$ cat config.mk
export PLATFORM = sky130hd
export DESIGN_NAME = nvsp_host
export DESIGN_NICKNAME = d
export VERILOG_FILES = /design/src/nvsp_pkg.sv /design/src/nvsp_timer.sv /design/src/nvsp_host.sv
export SDC_FILE = /design/constraint.sdc
export NUM_CORES = 1
export LEC_CHECK = 0
export ABC_CLOCK_PERIOD_IN_PS = 2300
export BUFFER_PORTS_ARGS = -buffer_cell sky130_fd_sc_hd__buf_4
export CORE_UTILIZATION = 35
export DETAILED_ROUTE_END_ITERATION = 6
export GPL_ROUTABILITY_DRIVEN = 0
export GPL_TIMING_DRIVEN = 1
export HOLD_SLACK_MARGIN = 0.06
export SLEW_MARGIN = 20
export SYNTH_ARGS = -nofsm -noshare
export SYNTH_HDL_FRONTEND = slang
export SYNTH_SLANG_ARGS = --single-unit
$ cat constraint.sdc
create_clock -name I_SYS_CLK -period 2.3 [get_ports I_SYS_CLK]
set_input_delay 0.69 -clock I_SYS_CLK [delete_from_list [all_inputs] [get_ports I_SYS_CLK]]
set_output_delay 0.69 -clock I_SYS_CLK [all_outputs]
set_load 0.005 [all_outputs]
$ cat src/nvsp_pkg.sv
// Package of constants for the nonvolatile SRAM host controller.
// Assumes a 250 MHz system clock; all times are converted to cycles here.
package nvsp_pkg;

    // ------------------------------------------------------------------
    // Clock
    // ------------------------------------------------------------------
    localparam int CLK_PERIOD_PS = 4000;

    // ------------------------------------------------------------------
    // Times as printed
    // ------------------------------------------------------------------
    localparam int READ_CYCLE_NS = 45;
    localparam int WRITE_PULSE_NS = 30;
    localparam int WRITE_CYCLE_NS = 45;
    localparam int SAVE_PULSE_NS = 15;
    localparam int RECALL_POWERUP_MS = 20;
    localparam int SAVE_MS = 8;
    localparam int SEQ_PROCESS_US = 100;
    localparam int SW_RECALL_US = 200;

    // ------------------------------------------------------------------
    // Least times round up to cycles
    // ------------------------------------------------------------------
    localparam int READ_CYCLES =
        (READ_CYCLE_NS * 1000 + CLK_PERIOD_PS - 1) / CLK_PERIOD_PS;
    localparam int WRITE_PULSE_CYCLES =
        (WRITE_PULSE_NS * 1000 + CLK_PERIOD_PS - 1) / CLK_PERIOD_PS;
    localparam int WRITE_CYCLES =
        (WRITE_CYCLE_NS * 1000 + CLK_PERIOD_PS - 1) / CLK_PERIOD_PS;
    localparam int SAVE_PULSE_CYCLES =
        (SAVE_PULSE_NS * 1000 + CLK_PERIOD_PS - 1) / CLK_PERIOD_PS;

    // ------------------------------------------------------------------
    // Waits that the host allows the device (upper bounds)
    // ------------------------------------------------------------------
    localparam int RECALL_POWERUP_CYCLES =
        RECALL_POWERUP_MS * (1000000000 / CLK_PERIOD_PS);
    localparam int SAVE_CYCLES = SAVE_MS * (1000000000 / CLK_PERIOD_PS);
    localparam int SEQ_PROCESS_CYCLES =
        SEQ_PROCESS_US * (1000000 / CLK_PERIOD_PS);
    localparam int SW_RECALL_CYCLES =
        SW_RECALL_US * (1000000 / CLK_PERIOD_PS);

    // ------------------------------------------------------------------
    // Widths and command encodings
    // ------------------------------------------------------------------
    localparam int ADDR_W = 17;
    localparam int DATA_W = 16;
    localparam int SEQ_LEN = 6;
    localparam logic [1:0] CMD_READ = 2'h0;
    localparam logic [1:0] CMD_WRITE = 2'h1;
    localparam logic [1:0] CMD_SOFT = 2'h2;
    localparam logic [1:0] CMD_HW_SAVE = 2'h3;

endpackage : nvsp_pkg

$ cat src/nvsp_timer.sv
// Down counter that reports when a loaded count has run out.
// Assumes loads and the count come from the same clock domain.
`timescale 1ns/1ps
module nvsp_timer #(
    parameter int WIDTH = 24
) (
    // Clock and reset
    input wire logic i_clk,
    input wire logic i_rst_n,
    // Load
    input wire logic i_load,
    input wire logic [WIDTH-1:0] i_count,
    // Status
    output logic o_done
);
    logic [WIDTH-1:0] count;
    logic [WIDTH-1:0] next_count;

    always_comb begin
        next_count = count;
        if (i_load) begin
            next_count = i_count;
        end else if (count != '0) begin
            next_count = count - WIDTH'(1);
        end
    end

    always_ff @(posedge i_clk) begin
        if (!i_rst_n) begin
            count <= '0;
        end else begin
            count <= next_count;
        end
    end

    // Done ignores the load, so a caller may reload on done without
    // closing a combinational loop through its own next-state logic.
    assign o_done = (count == '0);
endmodule : nvsp_timer

$ cat src/nvsp_host.sv
// Host controller for an asynchronous nonvolatile SRAM with store pin.
// Assumes the memory sits on pins; pin inputs are synchronised here.
//
// Rules of the document
// Write strobe stays high through every read cycle.
// Device floats data if write strobe falls before chip select.
// Store/busy pin is left released during ordinary cycles.
// Address changes only while chip select is high.
// Clock register writes end by chip select, never by lane enables.
// Low lane enable falls before chip select and write strobe.
// Device finishes power-up recall within 20 ms.
// Device finishes a save within 8 ms.
// Device skips a save when nothing was written.
// Device keeps writes enabled briefly after a save starts.
// Device ignores cycles during save, recall and low supply.
// Device releases the store/busy pin to a weak pull-up.
// Device drives store/busy high at most 500 ns.
// Command sequence uses chip-select controlled reads.
// Six addresses read in order with write strobe high.
// Device acts on a command within 100 us.
// Software save and recall lock out I/O until finished.
// Sixth read data of a command sequence may be invalid.
// Hardware save request holds store/busy low at least 15 ns.
// Device re-enables outputs quickly when a save is skipped.
// Each command read lasts at least the read cycle time.
// Device holds store/busy low while a save runs.
`timescale 1ns/1ps
module nvsp_host #(
    parameter int RECALL_PU_CYC = nvsp_pkg::RECALL_POWERUP_CYCLES,
    parameter int SAVE_CYC = nvsp_pkg::SAVE_CYCLES,
    parameter int SEQ_CYC = nvsp_pkg::SEQ_PROCESS_CYCLES,
    parameter int SW_RECALL_CYC = nvsp_pkg::SW_RECALL_CYCLES,
    parameter logic [16:0] SEQ_ADDR0 = 17'h0_0000,
    parameter logic [16:0] SEQ_ADDR1 = 17'h0_0001,
    parameter logic [16:0] SEQ_ADDR2 = 17'h0_0002,
    parameter logic [16:0] SEQ_ADDR3 = 17'h0_0003,
    parameter logic [16:0] SEQ_ADDR4 = 17'h0_0004,
    parameter logic [16:0] SEQ_ADDR5 = 17'h0_0005
) (
    // Clock and reset
    input wire logic I_SYS_CLK,
    input wire logic I_RST_N,
    // User command port
    input wire logic I_REQ_VALID,
    output logic O_REQ_READY,
    input wire logic [1:0] I_REQ_CMD,
    input wire logic [16:0] I_REQ_ADDR,
    input wire logic [15:0] I_REQ_WDATA,
    input wire logic [1:0] I_REQ_LANE,
    input wire logic I_REQ_CLOCK_REG,
    input wire logic I_REQ_SOFT_RECALL,
    output logic O_RSP_VALID,
    output logic [15:0] O_RSP_RDATA,
    output logic O_BUSY,
    // Memory pins
    output logic [16:0] O_MEM_ADDR,
    output logic O_CHIP_SELECT_N,
    output logic O_WRITE_STROBE_N,
    output logic O_OUTPUT_GATE_N,
    output logic O_LOW_LANE_ENABLE_N,
    output logic O_HIGH_LANE_ENABLE_N,
    input wire logic [15:0] I_MEM_DQ,
    output logic [15:0] O_MEM_DQ,
    output logic O_MEM_DQ_OE,
    input wire logic I_STORE_BUSY_N,
    output logic O_STORE_BUSY_N,
    output logic O_STORE_BUSY_OE
);
    // ------------------------------------------------------------------
    // Types
    // ------------------------------------------------------------------
    typedef enum logic [7:0] {
        ST_POWERUP = 8'b0000_0001,
        ST_IDLE = 8'b0000_0010,
        ST_SETUP = 8'b0000_0100,
        ST_STROBE = 8'b0000_1000,
        ST_GAP = 8'b0001_0000,
        ST_HW_PULSE = 8'b0010_0000,
        ST_WAIT_DEV = 8'b0100_0000,
        ST_SETTLE = 8'b1000_0000
    } nvsp_state_type;

    localparam int TW = 24;

    // ------------------------------------------------------------------
    // State
    // ------------------------------------------------------------------
    nvsp_state_type state, next_state;
    logic [16:0] addr, next_addr;
    logic [15:0] wdata, next_wdata;
    logic [1:0] cmd, next_cmd;
    logic [1:0] lane, next_lane;
    logic clock_reg, next_clock_reg;
    logic soft_recall, next_soft_recall;
    logic [2:0] step, next_step;
    logic [15:0] rdata, next_rdata;
    logic rsp, next_rsp;
    logic cs_n, next_cs_n;
    logic we_n, next_we_n;
    logic oe_n, next_oe_n;
    logic dq_oe, next_dq_oe;
    logic sb_oe, next_sb_oe;
    logic [3:0] phase, next_phase;
    logic tload;
    logic [TW-1:0] tcount;
    logic tdone;
    logic [15:0] dq_s1, dq_s2;
    logic sb_s1, sb_s2;
    logic pu_loaded;

    // Address of a given step of the command sequence.
    function automatic logic [16:0] seq_addr(input logic [2:0] s);
        case (s)
            3'd0: seq_addr = SEQ_ADDR0;
            3'd1: seq_addr = SEQ_ADDR1;
            3'd2: seq_addr = SEQ_ADDR2;
            3'd3: seq_addr = SEQ_ADDR3;
            3'd4: seq_addr = SEQ_ADDR4;
            default: seq_addr = SEQ_ADDR5;
        endcase
    endfunction : seq_addr

    nvsp_timer #(.WIDTH(TW)) u_timer (
        .i_clk(I_SYS_CLK),
        .i_rst_n(I_RST_N),
        .i_load(tload),
        .i_count(tcount),
        .o_done(tdone)
    );

    // ------------------------------------------------------------------
    // Pin synchronisers
    // ------------------------------------------------------------------
    always_ff @(posedge I_SYS_CLK) begin
        if (!I_RST_N) begin
            dq_s1 <= 16'h0000;
            dq_s2 <= 16'h0000;
            sb_s1 <= 1'b1;
            sb_s2 <= 1'b1;
        end else begin
            dq_s1 <= I_MEM_DQ;
            dq_s2 <= dq_s1;
            sb_s1 <= I_STORE_BUSY_N;
            sb_s2 <= sb_s1;
        end
    end

    // ------------------------------------------------------------------
    // Sequencer
    // ------------------------------------------------------------------
    always_comb begin
        next_state = state;
        next_addr = addr;
        next_wdata = wdata;
        next_cmd = cmd;
        next_lane = lane;
        next_clock_reg = clock_reg;
        next_soft_recall = soft_recall;
        next_step = step;
        next_rdata = rdata;
        next_rsp = 1'b0;
        next_cs_n = cs_n;
        next_we_n = we_n;
        next_oe_n = oe_n;
        next_dq_oe = dq_oe;
        next_sb_oe = sb_oe;
        next_phase = phase;
        tload = 1'b0;
        tcount = '0;
        case (state)
            ST_POWERUP: begin
                // Cycles would be ignored until the recall has run.
                if (!pu_loaded) begin
                    tload = 1'b1;
                    tcount = TW'(RECALL_PU_CYC);
                end else if (tdone) begin
                    next_state = ST_IDLE;
                end
            end
            ST_IDLE: begin
                if (I_REQ_VALID) begin
                    next_cmd = I_REQ_CMD;
                    next_wdata = I_REQ_WDATA;
                    next_lane = I_REQ_LANE;
                    next_clock_reg = I_REQ_CLOCK_REG;
                    next_soft_recall = I_REQ_SOFT_RECALL;
                    next_step = 3'd0;
                    if (I_REQ_CMD == nvsp_pkg::CMD_HW_SAVE) begin
                        next_sb_oe = 1'b1;
                        tload = 1'b1;
                        tcount = TW'(nvsp_pkg::SAVE_PULSE_CYCLES);
                        next_state = ST_HW_PULSE;
                    end else begin
                        // Address moves only with chip select high.
                        next_addr = (I_REQ_CMD == nvsp_pkg::CMD_SOFT)
                            ? seq_addr(3'd0) : I_REQ_ADDR;
                        next_state = ST_SETUP;
                    end
                end
            end
            ST_SETUP: begin
                // Lanes are set one cycle ahead of chip select.
                next_cs_n = 1'b0;
                if (cmd == nvsp_pkg::CMD_WRITE) begin
                    next_we_n = 1'b0;
                    next_dq_oe = 1'b1;
                    tcount = TW'(nvsp_pkg::WRITE_PULSE_CYCLES);
                end else begin
                    next_we_n = 1'b1;
                    next_oe_n = 1'b0;
                    tcount = TW'(nvsp_pkg::READ_CYCLES);
                end
                tload = 1'b1;
                next_state = ST_STROBE;
            end
            ST_STROBE: begin
                if (tdone) begin
                    // Chip select ends every cycle, also for clock writes.
                    next_cs_n = 1'b1;
                    next_we_n = 1'b1;
                    next_oe_n = 1'b1;
                    next_rdata = dq_s2;
                    next_state = ST_GAP;
                end
            end
            ST_GAP: begin
                next_dq_oe = 1'b0;
                if (cmd == nvsp_pkg::CMD_SOFT
                    && step != 3'(nvsp_pkg::SEQ_LEN - 1)) begin
                    next_step = step + 3'd1;
                    next_addr = seq_addr(step + 3'd1);
                    next_state = ST_SETUP;
                end else if (cmd == nvsp_pkg::CMD_SOFT) begin
                    // Sixth read data is discarded as unreliable.
                    next_rdata = 16'h0000;
                    tload = 1'b1;
                    tcount = soft_recall
                        ? TW'(SEQ_CYC + SW_RECALL_CYC)
                        : TW'(SEQ_CYC + SAVE_CYC);
                    next_state = ST_WAIT_DEV;
                end else begin
                    next_rsp = 1'b1;
                    next_state = ST_IDLE;
                end
            end
            ST_HW_PULSE: begin
                if (tdone) begin
                    next_sb_oe = 1'b0;
                    tload = 1'b1;
                    tcount = TW'(SAVE_CYC);
                    next_phase = 4'd0;
                    next_state = ST_SETTLE;
                end
            end
            ST_SETTLE: begin
                // Let the released pin settle through the synchroniser.
                next_phase = phase + 4'd1;
                if (phase == 4'd3) begin
                    next_state = ST_WAIT_DEV;
                end
            end
            ST_WAIT_DEV: begin
                // A busy pin low means a save runs; a skipped hardware save ends early.
                if (tdone || (cmd == nvsp_pkg::CMD_HW_SAVE && sb_s2)) begin
                    next_rsp = 1'b1;
                    next_state = ST_IDLE;
                end
            end
            default: begin
                next_state = ST_IDLE;
            end
        endcase
    end

    always_ff @(posedge I_SYS_CLK) begin
        if (!I_RST_N) begin
            state <= ST_POWERUP;
            addr <= 17'h0_0000;
            wdata <= 16'h0000;
            cmd <= 2'h0;
            lane <= 2'h0;
            clock_reg <= 1'b0;
            soft_recall <= 1'b0;
            step <= 3'h0;
            rdata <= 16'h0000;
            rsp <= 1'b0;
            cs_n <= 1'b1;
            we_n <= 1'b1;
            oe_n <= 1'b1;
            dq_oe <= 1'b0;
            sb_oe <= 1'b0;
            phase <= 4'h0;
        end else begin
            state <= next_state;
            addr <= next_addr;
            wdata <= next_wdata;
            cmd <= next_cmd;
            lane <= next_lane;
            clock_reg <= next_clock_reg;
            soft_recall <= next_soft_recall;
            step <= next_step;
            rdata <= next_rdata;
            rsp <= next_rsp;
            cs_n <= next_cs_n;
            we_n <= next_we_n;
            oe_n <= next_oe_n;
            dq_oe <= next_dq_oe;
            sb_oe <= next_sb_oe;
            phase <= next_phase;
        end
    end

    // Marks that the power-up wait has been loaded once after reset.
    always_ff @(posedge I_SYS_CLK) begin
        if (!I_RST_N) begin
            pu_loaded <= 1'b0;
        end else begin
            pu_loaded <= 1'b1;
        end
    end

    // ------------------------------------------------------------------
    // Outputs
    // ------------------------------------------------------------------
    logic lanes_on;
    assign lanes_on = (state != ST_IDLE && state != ST_POWERUP
        && state != ST_WAIT_DEV && state != ST_HW_PULSE
        && state != ST_SETTLE);
    assign O_REQ_READY = (state == ST_IDLE);
    assign O_BUSY = (state != ST_IDLE);
    assign O_RSP_VALID = rsp;
    assign O_RSP_RDATA = rdata;
    assign O_MEM_ADDR = addr;
    assign O_CHIP_SELECT_N = cs_n;
    assign O_WRITE_STROBE_N = we_n;
    assign O_OUTPUT_GATE_N = oe_n;
    // Clock register writes always use the low lane.
    assign O_LOW_LANE_ENABLE_N = !(lanes_on
        && (clock_reg || lane[0]));
    assign O_HIGH_LANE_ENABLE_N = !(lanes_on && !clock_reg && lane[1]);
    assign O_MEM_DQ = wdata;
    assign O_MEM_DQ_OE = dq_oe;
    assign O_STORE_BUSY_N = 1'b0;
    assign O_STORE_BUSY_OE = sb_oe;
endmodule : nvsp_host

==> metrics.cfg, run 1 <==
[final_layout]
antenna_cells = 0
final_cells = 993
multi_input_area_sq_um = 2840
drive_gt1_share_pct = 33.8
num-fill-cells = 1397
area_delta_synth_final_pct = 42.5
largest_reg_flops = 24
final_cell_mix = buf_4, dfxtp_1, nand2_1
final-seq-area_sq_um = 2720
final_cell_area_sq_um = 7740
layout_commonest_cell = buf_4
utilization_pct = 51.1
top_register = u_timer.count
nNetsFinal = 862

[floorplan]
start_util_pct = 35.8
dieArea_sq_um = 16000
die_x_microns = 127
core_sq_um = 15100
io_pins = 119
rows = 45
die_h_microns = 127

[setup_path]
slowest_delay_ns = 0.33
critPathTopFamily = simple AND/OR/NAND/NOR gates
cp.arrival_ns = 1.77
cp_common_cell = buf_4
critPathKind = flop to output pin
cp_cell_sequence = nor4_4, buf_4, nand4b_1, nand2_2, nor3_2, o21ai_1, buf_4
required_ns = 1.61
startpoint_type = flop
crit_slowest_cell = dfxtp_2
end_kind = output pin
critPathBufInv = 2
path_max_fanout = 8

[timing]
worst_slew_pin_slew_ns = 0.721
final.period_utilization_pct = 107
fmax_mhz = 406
max_slew_margin_pct = 51.9
worst_slack_ns = -0.165
setup_viol_count_final = 20
slew_violations = 0
layout_min_cycle_time_ns = 2.46
hold_viol_final = 0
rsz0062_at_grt = yes
fin_worst_skew_ns = 0.00928

[placement]
dp_hpwl_mm = 10.4
dp.cells = 957
pre_cts_ws_ns = -0.0758
io_buffer_count = 117
place_area_sq_um = 6770

[logic_synthesis]
synthesis.nets = 706
ys_seq_area_share_pct = 49.8
async_flop_share_pct = 0
yosysWarningCount = 0
syn_area_sq_um = 5430
synth.avg_cell_area_sq_um = 8.50
synth_cells = 639
synthFlopType = dfxtp_1
synth-edff-count = 0
synth_seq_cells = 135
yosys.cell_types.count = 52

[global_route]
grt_pass1_wl_mm = 23.5
antenna_found_initial = 0
grt_max_degree = 32
grt_pass1_vias = 4885
grt_util_all_layers_pct = 18.7
gr-total-overflow = 0

[routing]
drc = 0
via_per_inst = 5.09
routedWlPerCell_microns = 14.8
vias = 5051
drt_iter0_drc = 320
ant_nets = 0
wirelength_mm = 14.7
first_pass_iters = 5

[power_and_ir_drop]
p_per_area_nw_per_um2 = 931
p_leak_uw = 0.00312
ir_worst_vdd_v = 0.000614

[clock_tree]
clk_pin_slew_ns = 0.05
cts_buffers = 17
clockBufferDepth = 2
insertion_delay_ns = 0.42
h-tree-depth = 4
cts_tree = built
cts_sinks = 135
cts_root_buf = clkbuf_16

[flow_run]
maxCapViolations = 0

[run_status]
status = finished, violations left
violations = setup timing

[worst_hold_path]
hp-class = flop to flop

[synth_stat cells, types with 2 or more instances]
library cell,n,share of area (%)
a31oi_1,5,0.58
nand2b_1,7,0.81
and4b_1,6,1.1
or4_4,2,0.41
xor2_1,12,1.9
nand3_1,43,4.0
or3_1,6,0.69
a21oi_1,75,6.9
nor4b_1,2,0.32
and2_1,37,4.3
nand4b_1,5,0.81
buf_6,2,0.41
and3_1,4,0.46
or4_1,3,0.41
nor2b_1,3,0.35
or2_2,2,0.23
dfxtp_1,135,50
nand4_1,5,0.58
buf_2,4,0.37
nor3_1,12,1.1
o21ai_0,11,1.0
ha_1,8,1.8
xnor2_1,11,1.8
nand3b_1,2,0.28
clkbuf_1,26,1.8
nand2_1,113,7.8
and4_1,2,0.32
a21o_1,3,0.41
nor2_1,50,3.5
nor4_1,10,1.2
a211oi_1,5,0.69
a221oi_1,2,0.32
inv_1,7,0.48
[cell type report]
class | count | area share [%]
multi-input combinational | 463 | 36.8
tap | 188 | 3.04
clock inverter | 9 | 1.63
timing repair buffer | 171 | 17.1
inverter | 7 | 0.340
clock buffer | 20 | 6.03
sequential | 135 | 35.1
[worst reg2reg max path, delay by kind of cell, from the launching register on]
kind / cells / cell delay, ns
buf+inv: 1 / 0.18
flops: 1 / 0.31
compound gates: 2 / 0.34
simple gates: 4 / 1.47
[power breakdown]
| part | switching (uW) | internal [uW] |
|---|---|---|
| registers | 171 | 2520 |
| clock network | 949 | 1760 |
| logic | 918 | 875 |
| total | 2040 | 5160 |
[what timing repair did]
item | 4_1_cts | 5_1_grt
resized for setup | 34 | 44
setup endpoints to repair | 35 | 45
setup buffers | 5 | 3
pin swaps | 33 | 16
gates cloned | 1 | 0
hold buffers | 0 | 0
hold endpoints to repair | 0 | 0
[metrics by stage]
stage / hold slack, ns / TNS (ns) / total power [uW]
after floorplan: 0.386 / -0.480 / 3700
after global placement: 0.406 / -0.829 / 4260
after detailed placement: 0.404 / -1.33 / 4300
after CTS: 0.421 / -0.800 / 7090
after global routing: 0.436 / -2.22 / 7540
final: 0.418 / -0.954 / 7200
[path summary, 6_finish.rpt]
check / start / to / slack [ns] / cells past startpoint
worst max-delay path: state[0]$_SDFFE_PN1P_ / O_LOW_LANE_ENABLE_N / -0.16 / 7
worst min-delay path: sb_s1$_SDFF_PN1_ / sb_s2$_SDFF_PN1_ / 0.42 / 1
worst max register to register: u_timer.count[17]$_SDFFE_PN0P_ / O_RSP_RDATA[12]$_SDFFE_PN0P_ / -0.07 / 7
worst min register to register: sb_s1$_SDFF_PN1_ / sb_s2$_SDFF_PN1_ / 0.42 / 1
[layer usage]
layer / global-route usage [%] / vias to the layer above / routed length (microns)
li1: - / 2500 / -
met1: 22.4 / 2377 / 6450
met2: 31.7 / 151 / 7130
met3: 4.60 / 23 / 857
met4: 8.36 / 0 / 273
met5: 0 / - / 0
[cell families (layout without fill, tap and decap cells)]
logic type,count (synthesis),count (layout),synth area share (%)
xor+xnor,23,23,3.71
simple gates,318,318,29.2
other cells,1,1,0.0691
fa+ha+maj,8,8,1.84
mux,1,1,0.207
buf+inv,41,207,3.46
compound gates,112,112,11.8
flops,135,135,49.8
Power figures use the tool's default switching activity.
==> run 2, diff against run 1 <==
Settings changed: MAX_ROUTING_LAYER set to met4.
==> run 2 against run 1 <==
  * The flow still finishes with violations (setup timing)
  * Power about the same
  * Cell count is the same
  * Utilization did not move
  * Largest power group unchanged
  * Flip-flop and latch count did not move
  * Combinational power about the same
  * Worst setup slack gained 0.0067 ns
  * Largest cell class unchanged
==> metrics.cfg, run 2 (synthesis results as in run 1) <==
[timing]
max_slew_margin_pct = 51.9  ; about the same
hold_viol_final = 0  ; unchanged
setup_viol_count_final = 20  ; unchanged
fin_worst_skew_ns = 0.0106  ; was 0.00928 ns
fmax_mhz = 407  ; was 406 MHz
layout_min_cycle_time_ns = 2.46  ; about the same
worst_slew_pin_slew_ns = 0.721  ; about the same
worst_slack_ns = -0.158  ; was -0.165 ns
final.period_utilization_pct = 107  ; about the same
slew_violations = 0  ; unchanged
rsz0062_at_grt = yes  ; unchanged

[setup_path]
critPathTopFamily = simple AND/OR/NAND/NOR gates  ; unchanged
startpoint_type = flop  ; unchanged
cp_common_cell = buf_4  ; unchanged
path_depth = 7  ; unchanged
critPathKind = flop to output pin  ; unchanged
slowest_delay_ns = 0.33  ; about the same
reg2regPathDepth = 7  ; unchanged
cp_cell_sequence = nor4_4, buf_4, nand4b_1, nand2_2, nor3_2, o21ai_1, buf_4  ; unchanged
regToRegStartpoint = u_timer.count[17]$_SDFFE_PN0P_  ; unchanged
crit_path_end = O_LOW_LANE_ENABLE_N  ; unchanged
crit_start = state[0]$_SDFFE_PN1P_  ; unchanged
critPathBufInv = 2  ; unchanged
rrSetupSlack_ns = -0.07  ; about the same
end_kind = output pin  ; unchanged
path_max_fanout = 8  ; unchanged
crit_slowest_cell = dfxtp_2  ; unchanged
cp.arrival_ns = 1.77  ; about the same
r2r-end = O_RSP_RDATA[12]$_SDFFE_PN0P_  ; unchanged
required_ns = 1.61  ; about the same

[clock_tree]
cts_buffers = 17  ; unchanged
clockBufferDepth = 2  ; unchanged
clk_pin_slew_ns = 0.05  ; about the same
cts_tree = built  ; unchanged
cts_sinks = 135  ; unchanged
cts_root_buf = clkbuf_16  ; unchanged
h-tree-depth = 4  ; unchanged
insertion_delay_ns = 0.42  ; about the same

[placement]
io_buffer_count = 117  ; unchanged
dp_hpwl_mm = 10.4  ; unchanged
dp.cells = 957  ; unchanged

[global_route]
grt_pass1_vias = 4884  ; was 4885
grt_max_degree = 32  ; unchanged
antenna_found_initial = 0  ; unchanged
gr-total-overflow = 0  ; unchanged
grt_util_all_layers_pct = 19.3  ; was 18.7%
grt_pass1_wl_mm = 23.5  ; about the same

[final_layout]
antenna_cells = 0  ; unchanged
final-seq-area_sq_um = 2720  ; unchanged
num-fill-cells = 1397  ; unchanged
final_cell_mix = buf_4, dfxtp_1, nand2_1  ; unchanged
drive_gt1_share_pct = 33.8  ; unchanged
multi_input_area_sq_um = 2840  ; unchanged
area_delta_synth_final_pct = 42.5  ; unchanged
largest_reg_flops = 24  ; unchanged
utilization_pct = 51.1  ; unchanged
final_cells = 993  ; unchanged
top_register = u_timer.count  ; unchanged
layout_commonest_cell = buf_4  ; unchanged
nNetsFinal = 862  ; unchanged

[floorplan]
core_sq_um = 15100  ; unchanged
io_pins = 119  ; unchanged
rows = 45  ; unchanged
start_util_pct = 35.8  ; unchanged
die_x_microns = 127  ; unchanged
die_h_microns = 127  ; unchanged
dieArea_sq_um = 16000  ; unchanged

[routing]
first_pass_iters = 5  ; unchanged
routedWlPerCell_microns = 14.8  ; about the same
ant_nets = 0  ; unchanged
via_per_inst = 5.10  ; was 5.09
drc = 0  ; unchanged
vias = 5064  ; was 5051
wirelength_mm = 14.7  ; about the same
drt_iter0_drc = 291  ; was 320

[power_and_ir_drop]
p_per_area_nw_per_um2 = 930  ; was 931 nW/um^2
ir_worst_vdd_v = 0.000610  ; was 0.000614 V
p_leak_uw = 0.00312  ; unchanged
p_total_uw = 7200  ; about the same

[run_status]
status = finished, violations left  ; unchanged
violations = setup timing  ; unchanged

[worst_hold_path]
hp-class = flop to flop  ; unchanged

[flow_run]
maxCapViolations = 0  ; unchanged

==> run 2: cell counts in the layout (fill, tap and decap cells not counted) <==
No cell type changed its count.
==> run 2: how the worst min path moves through the flow <==
stage | endpoint | start | depth (start not counted)
5_1_grt | dq_s2[8]$_SDFF_PN0_ | dq_s1[8]$_SDFF_PN0_ | 1
2_1_floorplan | sb_s2$_SDFF_PN1_ | sb_s1$_SDFF_PN1_ | 1
3_3_place_gp | sb_s2$_SDFF_PN1_ | sb_s1$_SDFF_PN1_ | 1
6_report | sb_s2$_SDFF_PN1_ | sb_s1$_SDFF_PN1_ | 1
4_1_cts | sb_s2$_SDFF_PN1_ | sb_s1$_SDFF_PN1_ | 1
3_5_place_dp | sb_s2$_SDFF_PN1_ | sb_s1$_SDFF_PN1_ | 1
==> run 2: worst register-to-register path, stage by stage (launching register included) <==
cell	delay, ns
dfxtp_2	0.31
or4_4	0.54
or4_4	0.43
or3_4	0.41
o21ai_4	0.20
buf_8	0.18
nand3_2	0.09
a21oi_2	0.14
==> run 2: what timing repair did <==
action                                  CTS  global route
endpoints found under the setup margin   35            45
hold buffers                              0             0
gates resized for setup                  34            44
cloned                                    1             0
pin swaps                                33            16
setup buffers                             5             3
==> run 2: layout make-up <==
class                           count  share of cell area (%)
Multi-Input combinational cell    463                    36.8
Sequential cell                   135                    35.1
Timing Repair Buffer              171                    17.1
Clock buffer                       20                    6.03
Tap cell                          188                    3.04
Clock inverter                      9                    1.63
Inverter                            7                   0.340
==> run 2: report_power, final <==
part	switching [uW]	leakage (uW)	internal (uW)	total, uW
sequential	172	0.00110	2520	2690
combinational	921	0.00173	875	1800
clock	944	0.000293	1760	2710
==> run 2: metal layers <==
metal  vias up  global-route usage (%)  wire length [microns]
li1       2501                       -                      -
met1      2384                    22.5                   6450
met2       158                    31.7                   7120
met3        21                    4.47                    848
met4         0                    8.36                    280
met5         -                       -                      0
==> run 2: per-stage QoR <==
step                hold slack, ns  cell area, sq um  TNS, ns  setup WS, ns
finish                       0.418              7740   -0.887        -0.158
global route                 0.436              7740    -2.19        -0.271
CTS                          0.421              7570   -0.800        -0.217
detailed placement           0.404              6770    -1.33       -0.0758
global placement             0.406              6770   -0.829       -0.0796
floorplan                    0.386              5440   -0.480       -0.0486
